## src/pkg/pbm_pkg.sv

```systemverilog
// Shared types and constants for the port B upper pin sharing block.
package pbm_pkg;

    // Number of shared pins, port B bits 16 through 29.
    localparam int PBM_PINS = 14;
    // Port B index of the lowest shared pin.
    localparam int PBM_PIN_BASE = 16;

    // Vector positions of each pin: port B bit minus the base.
    localparam int PBM_IDX_SPI_OUT_IN = 29 - PBM_PIN_BASE;
    localparam int PBM_IDX_SPI_IN_OUT = 28 - PBM_PIN_BASE;
    localparam int PBM_IDX_TW_DATA    = 27 - PBM_PIN_BASE;
    localparam int PBM_IDX_TW_CLOCK   = 26 - PBM_PIN_BASE;
    localparam int PBM_IDX_UA_GP      = 25 - PBM_PIN_BASE;
    localparam int PBM_IDX_UB_GP      = 24 - PBM_PIN_BASE;
    localparam int PBM_IDX_UA_CTS     = 23 - PBM_PIN_BASE;
    localparam int PBM_IDX_UB_CTS     = 22 - PBM_PIN_BASE;
    localparam int PBM_IDX_UA_RX      = 21 - PBM_PIN_BASE;
    localparam int PBM_IDX_UB_RX      = 20 - PBM_PIN_BASE;
    localparam int PBM_IDX_UA_RTS     = 19 - PBM_PIN_BASE;
    localparam int PBM_IDX_UB_RTS     = 18 - PBM_PIN_BASE;
    localparam int PBM_IDX_UA_TX      = 17 - PBM_PIN_BASE;
    localparam int PBM_IDX_UB_TX      = 16 - PBM_PIN_BASE;

    // Use of a UART general pin, one-hot coded.
    typedef enum logic [2:0] {
        PBM_GP_IO      = 3'h1,
        PBM_GP_BRG_IN  = 3'h2,
        PBM_GP_BIT_OUT = 3'h4
    } pbm_gp_mode_type;

    // Controls from the serial peripheral controller.
    typedef struct packed {
        logic master;
        logic out_in_data;
        logic in_out_data;
    } pbm_spi_ctl_type;

    // Data delivered to the serial peripheral controller.
    typedef struct packed {
        logic out_in_data;
        logic in_out_data;
    } pbm_spi_sts_type;

    // Two-wire controller: a 0 pulls the line low, a 1 releases it.
    typedef struct packed {
        logic data_out;
        logic clock_out;
    } pbm_tw_ctl_type;

    // Two-wire line levels as seen by the controller.
    typedef struct packed {
        logic data_in;
        logic clock_in;
    } pbm_tw_sts_type;

    // Controls from one UART.
    typedef struct packed {
        pbm_gp_mode_type gp_mode;
        logic            gp_out;
        logic            gp_dir;
        logic            bit_clk;
        logic            transmit_out;
        logic            ready_to_send_n;
    } pbm_uart_ctl_type;

    // Signals delivered to one UART.
    typedef struct packed {
        logic gp_in;
        logic brg_clk;
        logic receive_in;
        logic clear_to_send_n;
    } pbm_uart_sts_type;

    // The whole state of the pin sharing block.
    typedef struct packed {
        logic [PBM_PINS-1:0] sync1;
        logic [PBM_PINS-1:0] sync2;
        logic [PBM_PINS-1:0] sel;
        logic [PBM_PINS-1:0] pin_out;
        logic [PBM_PINS-1:0] pin_oe;
        logic [PBM_PINS-1:0] gpio_in;
        pbm_spi_sts_type     spi;
        pbm_tw_sts_type      tw;
        pbm_uart_sts_type    ua;
        pbm_uart_sts_type    ub;
    } pbm_state_type;

    // Reset values: lines released, UART inputs at their idle levels.
    localparam pbm_spi_sts_type PBM_SPI_STS_RST = 2'h0;
    localparam pbm_tw_sts_type PBM_TW_STS_RST = 2'h3;
    localparam pbm_uart_sts_type PBM_UART_STS_RST = 4'h3;
    localparam logic [PBM_PINS-1:0] PBM_VEC_RST = 14'h0000;
    localparam pbm_state_type PBM_STATE_RST = '{
        sync1: PBM_VEC_RST, sync2: PBM_VEC_RST, sel: PBM_VEC_RST,
        pin_out: PBM_VEC_RST, pin_oe: PBM_VEC_RST, gpio_in: PBM_VEC_RST,
        spi: PBM_SPI_STS_RST, tw: PBM_TW_STS_RST,
        ua: PBM_UART_STS_RST, ub: PBM_UART_STS_RST};

endpackage

```

## src/logic/pbm_pin_mux.sv

```systemverilog
// Pin sharing logic for port B bits 16 through 29.
// What this block does
// - Unselected pins act as plain GPIO bits.
// - SPI out-in pin drives when master only.
// - SPI in-out pin drives when slave only.
// - Bit 27 carries two-wire data, open drain.
// - Bit 26 carries two-wire clock, open drain.
// - UART A general pin: IO, clock in, clock out.
// - UART B general pin: same three uses.
// - Bits 23, 22 are active-low clear-to-send inputs.
// - Bits 19, 18 drive active-low ready-to-send.
// - Bits 21, 20 feed UART receive data.
// - Bits 17, 16 drive UART transmit data.
`timescale 1ns/1ps

module pbm_pin_mux (
    input  wire logic                           ref_clk,
    input  wire logic                           resetn,
    input  wire logic [pbm_pkg::PBM_PINS-1:0]   pin_in,
    output logic      [pbm_pkg::PBM_PINS-1:0]   pin_out,
    output logic      [pbm_pkg::PBM_PINS-1:0]   pin_oe,
    input  wire logic [pbm_pkg::PBM_PINS-1:0]   periph_sel,
    input  wire logic [pbm_pkg::PBM_PINS-1:0]   gpio_out,
    input  wire logic [pbm_pkg::PBM_PINS-1:0]   gpio_dir,
    input  wire logic [pbm_pkg::PBM_PINS-1:0]   gpio_open_drain,
    output logic      [pbm_pkg::PBM_PINS-1:0]   gpio_in,
    input  wire pbm_pkg::pbm_spi_ctl_type       spi_ctl,
    output pbm_pkg::pbm_spi_sts_type            spi_sts,
    input  wire pbm_pkg::pbm_tw_ctl_type        tw_ctl,
    output pbm_pkg::pbm_tw_sts_type             tw_sts,
    input  wire pbm_pkg::pbm_uart_ctl_type      uart_a_ctl,
    output pbm_pkg::pbm_uart_sts_type           uart_a_sts,
    input  wire pbm_pkg::pbm_uart_ctl_type      uart_b_ctl,
    output pbm_pkg::pbm_uart_sts_type           uart_b_sts
);

    // Registered state and its next value.
    pbm_pkg::pbm_state_type s_r;
    pbm_pkg::pbm_state_type s_nxt;

    // Drive of a UART general pin for its selected use; bit 1 is the
    // output enable and bit 0 the output level.
    function automatic logic [1:0] gp_drive(
        input pbm_pkg::pbm_uart_ctl_type c
    );
        logic [1:0] d;
        d = 2'h0;
        case (c.gp_mode)
            // Plain pin owned by the UART.
            pbm_pkg::PBM_GP_IO: begin
                d = {c.gp_dir, c.gp_out};
            end
            // Clock source for the baud generator, so never driven.
            pbm_pkg::PBM_GP_BRG_IN: begin
                d = 2'h0;
            end
            // Bit clock at the chosen baud rate goes out.
            pbm_pkg::PBM_GP_BIT_OUT: begin
                d = {1'b1, c.bit_clk};
            end
            // A bad code leaves the pin released rather than fight.
            default: begin
                d = 2'h0;
            end
        endcase
        return d;
    endfunction

    // Next state: synchronise pins, then pick each pin's owner.
    always_comb begin
        logic [1:0] ga;
        logic [1:0] gb;
        s_nxt = s_r;
        ga = gp_drive(uart_a_ctl);
        gb = gp_drive(uart_b_ctl);
        // Two flops before any logic reads a pin level.
        s_nxt.sync1 = pin_in;
        s_nxt.sync2 = s_r.sync1;
        // Captured select; the mux uses the held copy.
        s_nxt.sel = periph_sel;
        // GPIO drive, with open drain releasing the pin for a one.
        s_nxt.pin_out = gpio_out;
        s_nxt.pin_oe = gpio_dir & (~gpio_open_drain | ~gpio_out);
        s_nxt.gpio_in = s_r.sync2;
        // SPI out-in data: output as master, input as slave.
        if (s_r.sel[pbm_pkg::PBM_IDX_SPI_OUT_IN]) begin
            s_nxt.pin_out[pbm_pkg::PBM_IDX_SPI_OUT_IN] = spi_ctl.out_in_data;
            s_nxt.pin_oe[pbm_pkg::PBM_IDX_SPI_OUT_IN] = spi_ctl.master;
        end
        // SPI in-out data: input as master, output as slave.
        if (s_r.sel[pbm_pkg::PBM_IDX_SPI_IN_OUT]) begin
            s_nxt.pin_out[pbm_pkg::PBM_IDX_SPI_IN_OUT] = spi_ctl.in_out_data;
            s_nxt.pin_oe[pbm_pkg::PBM_IDX_SPI_IN_OUT] = ~spi_ctl.master;
        end
        s_nxt.spi.out_in_data = s_r.sel[pbm_pkg::PBM_IDX_SPI_OUT_IN]
            & s_r.sync2[pbm_pkg::PBM_IDX_SPI_OUT_IN];
        s_nxt.spi.in_out_data = s_r.sel[pbm_pkg::PBM_IDX_SPI_IN_OUT]
            & s_r.sync2[pbm_pkg::PBM_IDX_SPI_IN_OUT];
        // Two-wire lines only ever pull low; the outside pull-up
        // makes the high level, so two drivers can never clash.
        if (s_r.sel[pbm_pkg::PBM_IDX_TW_DATA]) begin
            s_nxt.pin_out[pbm_pkg::PBM_IDX_TW_DATA] = 1'b0;
            s_nxt.pin_oe[pbm_pkg::PBM_IDX_TW_DATA] = ~tw_ctl.data_out;
        end
        if (s_r.sel[pbm_pkg::PBM_IDX_TW_CLOCK]) begin
            s_nxt.pin_out[pbm_pkg::PBM_IDX_TW_CLOCK] = 1'b0;
            s_nxt.pin_oe[pbm_pkg::PBM_IDX_TW_CLOCK] = ~tw_ctl.clock_out;
        end
        // Unrouted two-wire lines read as an idle, released bus.
        s_nxt.tw.data_in = ~s_r.sel[pbm_pkg::PBM_IDX_TW_DATA]
            | s_r.sync2[pbm_pkg::PBM_IDX_TW_DATA];
        s_nxt.tw.clock_in = ~s_r.sel[pbm_pkg::PBM_IDX_TW_CLOCK]
            | s_r.sync2[pbm_pkg::PBM_IDX_TW_CLOCK];
        // UART general pins.
        if (s_r.sel[pbm_pkg::PBM_IDX_UA_GP]) begin
            s_nxt.pin_oe[pbm_pkg::PBM_IDX_UA_GP] = ga[1];
            s_nxt.pin_out[pbm_pkg::PBM_IDX_UA_GP] = ga[0];
        end
        if (s_r.sel[pbm_pkg::PBM_IDX_UB_GP]) begin
            s_nxt.pin_oe[pbm_pkg::PBM_IDX_UB_GP] = gb[1];
            s_nxt.pin_out[pbm_pkg::PBM_IDX_UB_GP] = gb[0];
        end
        s_nxt.ua.gp_in = s_r.sel[pbm_pkg::PBM_IDX_UA_GP]
            & s_r.sync2[pbm_pkg::PBM_IDX_UA_GP];
        s_nxt.ub.gp_in = s_r.sel[pbm_pkg::PBM_IDX_UB_GP]
            & s_r.sync2[pbm_pkg::PBM_IDX_UB_GP];
        s_nxt.ua.brg_clk = s_r.sel[pbm_pkg::PBM_IDX_UA_GP]
            & (uart_a_ctl.gp_mode == pbm_pkg::PBM_GP_BRG_IN)
            & s_r.sync2[pbm_pkg::PBM_IDX_UA_GP];
        s_nxt.ub.brg_clk = s_r.sel[pbm_pkg::PBM_IDX_UB_GP]
            & (uart_b_ctl.gp_mode == pbm_pkg::PBM_GP_BRG_IN)
            & s_r.sync2[pbm_pkg::PBM_IDX_UB_GP];
        // Clear-to-send inputs; unrouted they read high, which holds
        // the transmitter off instead of letting it send blind.
        if (s_r.sel[pbm_pkg::PBM_IDX_UA_CTS]) begin
            s_nxt.pin_oe[pbm_pkg::PBM_IDX_UA_CTS] = 1'b0;
        end
        if (s_r.sel[pbm_pkg::PBM_IDX_UB_CTS]) begin
            s_nxt.pin_oe[pbm_pkg::PBM_IDX_UB_CTS] = 1'b0;
        end
        s_nxt.ua.clear_to_send_n = ~s_r.sel[pbm_pkg::PBM_IDX_UA_CTS]
            | s_r.sync2[pbm_pkg::PBM_IDX_UA_CTS];
        s_nxt.ub.clear_to_send_n = ~s_r.sel[pbm_pkg::PBM_IDX_UB_CTS]
            | s_r.sync2[pbm_pkg::PBM_IDX_UB_CTS];
        // Receive inputs; unrouted they read as the idle mark level.
        if (s_r.sel[pbm_pkg::PBM_IDX_UA_RX]) begin
            s_nxt.pin_oe[pbm_pkg::PBM_IDX_UA_RX] = 1'b0;
        end
        if (s_r.sel[pbm_pkg::PBM_IDX_UB_RX]) begin
            s_nxt.pin_oe[pbm_pkg::PBM_IDX_UB_RX] = 1'b0;
        end
        s_nxt.ua.receive_in = ~s_r.sel[pbm_pkg::PBM_IDX_UA_RX]
            | s_r.sync2[pbm_pkg::PBM_IDX_UA_RX];
        s_nxt.ub.receive_in = ~s_r.sel[pbm_pkg::PBM_IDX_UB_RX]
            | s_r.sync2[pbm_pkg::PBM_IDX_UB_RX];
        // Ready-to-send and transmit outputs are always driven.
        if (s_r.sel[pbm_pkg::PBM_IDX_UA_RTS]) begin
            s_nxt.pin_oe[pbm_pkg::PBM_IDX_UA_RTS] = 1'b1;
            s_nxt.pin_out[pbm_pkg::PBM_IDX_UA_RTS] =
                uart_a_ctl.ready_to_send_n;
        end
        if (s_r.sel[pbm_pkg::PBM_IDX_UB_RTS]) begin
            s_nxt.pin_oe[pbm_pkg::PBM_IDX_UB_RTS] = 1'b1;
            s_nxt.pin_out[pbm_pkg::PBM_IDX_UB_RTS] =
                uart_b_ctl.ready_to_send_n;
        end
        if (s_r.sel[pbm_pkg::PBM_IDX_UA_TX]) begin
            s_nxt.pin_oe[pbm_pkg::PBM_IDX_UA_TX] = 1'b1;
            s_nxt.pin_out[pbm_pkg::PBM_IDX_UA_TX] = uart_a_ctl.transmit_out;
        end
        if (s_r.sel[pbm_pkg::PBM_IDX_UB_TX]) begin
            s_nxt.pin_oe[pbm_pkg::PBM_IDX_UB_TX] = 1'b1;
            s_nxt.pin_out[pbm_pkg::PBM_IDX_UB_TX] = uart_b_ctl.transmit_out;
        end
    end

    // State register; reset gives GPIO inputs on every pin.
    always_ff @(posedge ref_clk or negedge resetn) begin
        if (!resetn) begin
            s_r <= pbm_pkg::PBM_STATE_RST;
        end else begin
            s_r <= s_nxt;
        end
    end

    // Every output comes straight from the state register.
    assign pin_out    = s_r.pin_out;
    assign pin_oe     = s_r.pin_oe;
    assign gpio_in    = s_r.gpio_in;
    assign spi_sts    = s_r.spi;
    assign tw_sts     = s_r.tw;
    assign uart_a_sts = s_r.ua;
    assign uart_b_sts = s_r.ub;
endmodule

```

## config.mk

```make
export PLATFORM = sky130hd
export DESIGN_NAME = pbm_pin_mux
export DESIGN_NICKNAME = d
export VERILOG_FILES = /design/src/pkg/pbm_pkg.sv /design/src/logic/pbm_pin_mux.sv
export SDC_FILE = /design/constraint.sdc
export NUM_CORES = 1
export LEC_CHECK = 0
export BUFFER_PORTS_ARGS = -buffer_cell sky130_fd_sc_hd__buf_2
export CAP_MARGIN = 30
export CORE_MARGIN = 4
export CORE_UTILIZATION = 25
export CTS_BUF_LIST = sky130_fd_sc_hd__clkbuf_2 sky130_fd_sc_hd__clkbuf_4 sky130_fd_sc_hd__clkbuf_8
export DETAILED_ROUTE_END_ITERATION = 10
export PLACE_DENSITY = 0.47
export SYNTH_ARGS = -nofsm -noshare
export SYNTH_HDL_FRONTEND = slang
export SYNTH_SLANG_ARGS = --single-unit
```

## constraint.sdc

```tcl
create_clock -name ref_clk -period 1.8 [get_ports ref_clk]
set_input_delay 0.18 -clock ref_clk [delete_from_list [all_inputs] [get_ports ref_clk]]
set_output_delay 0.18 -clock ref_clk [all_outputs]
set_load 0.05 [all_outputs]
```

# Yosys cells after proc, flatten, opt, wreduce, memory -nomap -nowiden
# Cells that the tools add are included.
# W data, S select, Z words.
word_totals:
  reg_bits: 96
  latchBits: 0
  ramBits: 0
  rom_bits: 0
  input_bits: 93
  out_inout_bits: 54
  mem_count: 0
op_classes:
  addsub: 0
  mul: 0
  div_mod_pow: 0
  order_cmp: 0
  n_eq_ne: 6
  shifts: 0
  mux: 26
  bitwise_logic: 27
  reduce_logical: 0
ops:
  columns: ["cell", "count"]
  rows:
  - ["$not A14 Y14", 2]
  - ["$mux W1", 24]
  - ["$and A14 B14 Y14", 1]
  - ["$or A14 B14 Y14", 1]
  - ["$not A1 Y1", 9]
  - ["$and A1 B1 Y1", 8]
  - ["$pmux W2 S2", 2]
  - ["$eq A3 B1 Y1 const B", 2]
  - ["$eq A3 B2 Y1 const B", 2]
  - ["$eq A3 B3 Y1 const B", 2]
  - ["$or A1 B1 Y1", 6]

# Logic depth before layout (Yosys ltp)
logic_depth:
  word_depth: 4
  depth_mapped: 3
  ltp_nobuf: 3

# Least setup slack after synthesis
# No wires, ideal clock.
synth_timing:
  path_type: "register to output"
  startpoint: "reg s_r (netlist bit tw_sts[0])"
  endpoint: "out tw_sts[0] (netlist bit)"
  arrival_ns: 0.672
  setup_slack_ns: 0.948
  path_stages_with_launch: 2
  path_cell_list: "dfstp_2 buf_4"
synth_rtl:
  columns: ["element", "line", "source"]
  rows:
  - ["start: declaration", "pbm_pin_mux.sv:38", "pbm_pkg::pbm_state_type s_r;"]
  - ["start signal: assignment", "pbm_pin_mux.sv:180", "s_r <= pbm_pkg::PBM_STATE_RST;"]
  - ["start signal: assignment", "pbm_pin_mux.sv:182", "s_r <= s_nxt;"]
  - ["end: declaration", "pbm_pin_mux.sv:30", "output pbm_pkg::pbm_tw_sts_type tw_sts,"]
# No word-level cell between the ends.

==> impl_results.md <==
* Status: complete, no violations
* Metal3 WL at 574 um
* Yosys reg bits at 96
* Kind of critical path: in2reg
* Initial core utilization at 0.2581
* Final Core Density at 0.3612
* # resized after CTS at 0
* WL final at 6.253 mm
* Avg Vias per Cell at 3.607
* RR Startpoint: s_r[59]
* Max Freq at 0.7456 GHz
* Endpoints failing hold at 0
* Max-cap violations at 0
* Critical Path RT at 2.10 ns
* Final Cell Area at 4596 um2
* Post-route minimum period at 1.341 ns
* Critical path arrival at 1.64 ns
* Detailed router's first-iteration violation count at 65
* Adder-Cell Fraction of Synth Area at 0
* Crit-path most repeated cell: dlygate4sd3_1
* Synthesis Warnings at 0
* Sink Count at 96
* Global-route wire length before repair at 9.963 mm
* Clk pin slew, worst setup/hold paths at 0.09 ns
* Layout cells sized above 1 at 0.4789
* Worst path bufs/invs at 3
* Clk root buf: clkbuf_8
* Tot Pwr at 4.563 mW
* Die W at 122.6 um
* Post-DP Area at 3866 um2
* Endpoints failing setup at 0
* Via count at 1991
* WL met1 at 2.414 mm
* First-pass DRT Iterations at 3
* Io pins at 147
* Post-synth ARST share at 1.000
* Inst Count DP at 487
* Compound-Gate Fraction of Synth Area at 0.04154
* Post-synth cell types at 22
* Worst hold path type: in2reg
* Clock Skew at 0.004780 ns
* WL/cell at 11.33 um
* Die area at 15030 um2
* Relative slew slack at 0.8088
* CTS tree: yes
* Post-synthesis simple-gate area fraction at 0.06441
* PD cells at 993.0 nW/um2
* Vias in the first global route at 2160
* Tot GR Track Use at 0.08884
* Critical path endpoint category: flip-flop
* Initial antenna violation count at 0
* H-tree levels at 3
* Clock Tree Buf Depth at 2
* Post-DP HPWL at 4.444 mm
* Leakage Power at 2.294 nW
* Net Count, Synth at 314
* R2r worst-path depth at 2
* Largest family of logic cells by synthesized area: buffers and inverters
* Skew-Pair Late Insertion Delay at 0.36 ns
* Core area at 12720 um2
* Cell area after synthesis at 3283 um2
* Final Cycle Share at 0.7451
* Hold path start: gpio_dir[11]
* Hold path cells at 3
* Critical path launch point type: input port
* Family with the most delay on the worst path: buffers and inverters
* FP Rows at 41
* Post-Syn Instances at 221
* RSZ-0062 raised after global routing: false
* Synthesis-to-layout area growth at 39.98%
* Worst hold slack at 0.04679 ns
* Pre-CTS WS at 0.8659 ns
* Avg Inst Size Synth at 14.86 um2
* Final #Nets at 468
* Synth Flop Type: dfrtp_1
* Crit path cell chain: dlygate4sd3_1, buf_2, a211oi_1, dlygate4sd3_1
* Largest net degree at the start of global routing at 54
* Post-CTS Hold Fix Bufs at 48
* Max IR drop VDD at 751.1 uV
* DRC at 0
* Die height at 122.6 um
* DR top layer: met4
* CP Max Fanout at 2
* Mux share of post-synthesis cell area at 0.02973
* Setup TNS at 0 ns
* # port buffers at 146
* Slowest cell on the critical path: dlygate4sd3_1
* Layout Cells excl Fill at 552
* FF-to-FF End: pin_oe[5]
* FF-to-FF setup slack at 0.58 ns
* Xor/xnor share of the synthesized area at 0
* Max-slew violations at 0
* Post-route ant nets at 0
* Total gr overflow at 0
* Number of synthesized flops with an enable pin at 0
* Met2 routed WL at 3.166 mm
* Register area share after synthesis at 0.7340
* GPL Wtd Cong at 0.6610
* Ant. Diodes at 0
* Hold EP: pin_oe[11]
* Post-CTS Repair Setup Buffers at 0
* Slack of the critical path at 0.4588 ns
* Worst-Margin Slew at 0.2868 ns
* Slowest cell delay on critical path at 0.58 ns
* CTS Buf Count at 9
## Yosys cell counts, drive strengths merged, types with 2 or more instances
cell type,instances,area share
dfrtp,90,0.69
mux2,6,0.021
nand2b,8,0.015
mux2i,3,0.0091
a22oi,2,0.0061
nand2,17,0.019
dfstp,6,0.048
nor2b,6,0.016
a21o,4,0.0091
o22ai,4,0.011
a21oi,2,0.0042
nor2,2,0.0023
a211oi,4,0.0091
inv,6,0.0069
buf,54,0.12
and3,2,0.0038
and2,4,0.0076
## per-layer routing
layer,up-vias,global-route usage
li1,960,-
met1,945,0.09647
met2,81,0.1443
met3,5,0.04931
met4,0,0.03569
met5,-,0
## cell type report
type | count | area [um2]
Clock inverter | 4 | 73.82
Multi-Input combinational cell | 65 | 445.4
Fill cell | 1293 | 8127
Sequential cell | 96 | 2410
Clock buffer | 12 | 165.2
Inverter | 6 | 22.52
Timing Repair Buffer | 197 | 1264
Tap cell | 172 | 215.2
## cell usage in the layout, fill, tap and decap left out, types with 3 or more instances in the layout
cell           synthesis  layout
nand2b_1               8       8
dfrtp_1               90      90
inv_1                  6       6
dfstp_2                6       6
and2_1                 4       4
a211oi_1               4       4
mux2i_1                3       3
dlygate4sd3_1          0      49
a21o_1                 4       4
clkbuf_8               0      12
mux2_2                 6       6
nand2_1               17      17
buf_2                  0     145
nor2b_1                4       4
## how the worst max path moves through the flow
stage,from,end,slack [ns],cells past startpoint
floorplan,tw_sts[0],tw_sts[0],0.95,1
global placement,uart_a_sts[1],uart_a_sts[1],0.88,1
detailed placement,uart_b_sts[1],uart_b_sts[1],0.87,1
CTS,uart_b_sts[1],uart_b_sts[1],0.44,1
global route,uart_b_sts[1],uart_b_sts[1],0.41,1
finish,gpio_out[6],pin_oe[6],0.46,4
## power breakdown
part | internal, mW | switching, mW | total (mW) | leakage [nW]
registers | 2.28 | 0.0386 | 2.31 | 1.13
clock network | 0.899 | 0.710 | 1.61 | 0.123
logic | 0.240 | 0.400 | 0.640 | 1.04
## cells by family (layout without fill, tap and decap cells)
group                  Yosys count  after routing
AOI/OAI and AO/OA               17             17
buffers and inverters           60            219
DFF                             96             96
muxes                            9              9
and+or+nand+nor                 39             39
## tightest hold or removal path: cells and delay by family
kind | cells | cell delay [ns]
simple gates | 1 | 0.04
mux | 1 | 0.05
buf+inv | 1 | 0.10
## sequential cells by signal, summed over array words and instances, names as in the netlist
| name | cells |
|---|---|
| gpio_in | 14 |
| tw_sts | 2 |
| uart_a_sts | 4 |
| s_nxt | 28 |
| s_r | 14 |
| pin_out | 14 |
| pin_oe | 14 |
| uart_b_sts | 4 |
| spi_sts | 2 |
Note: power is estimated with default switching activity, not from simulation.
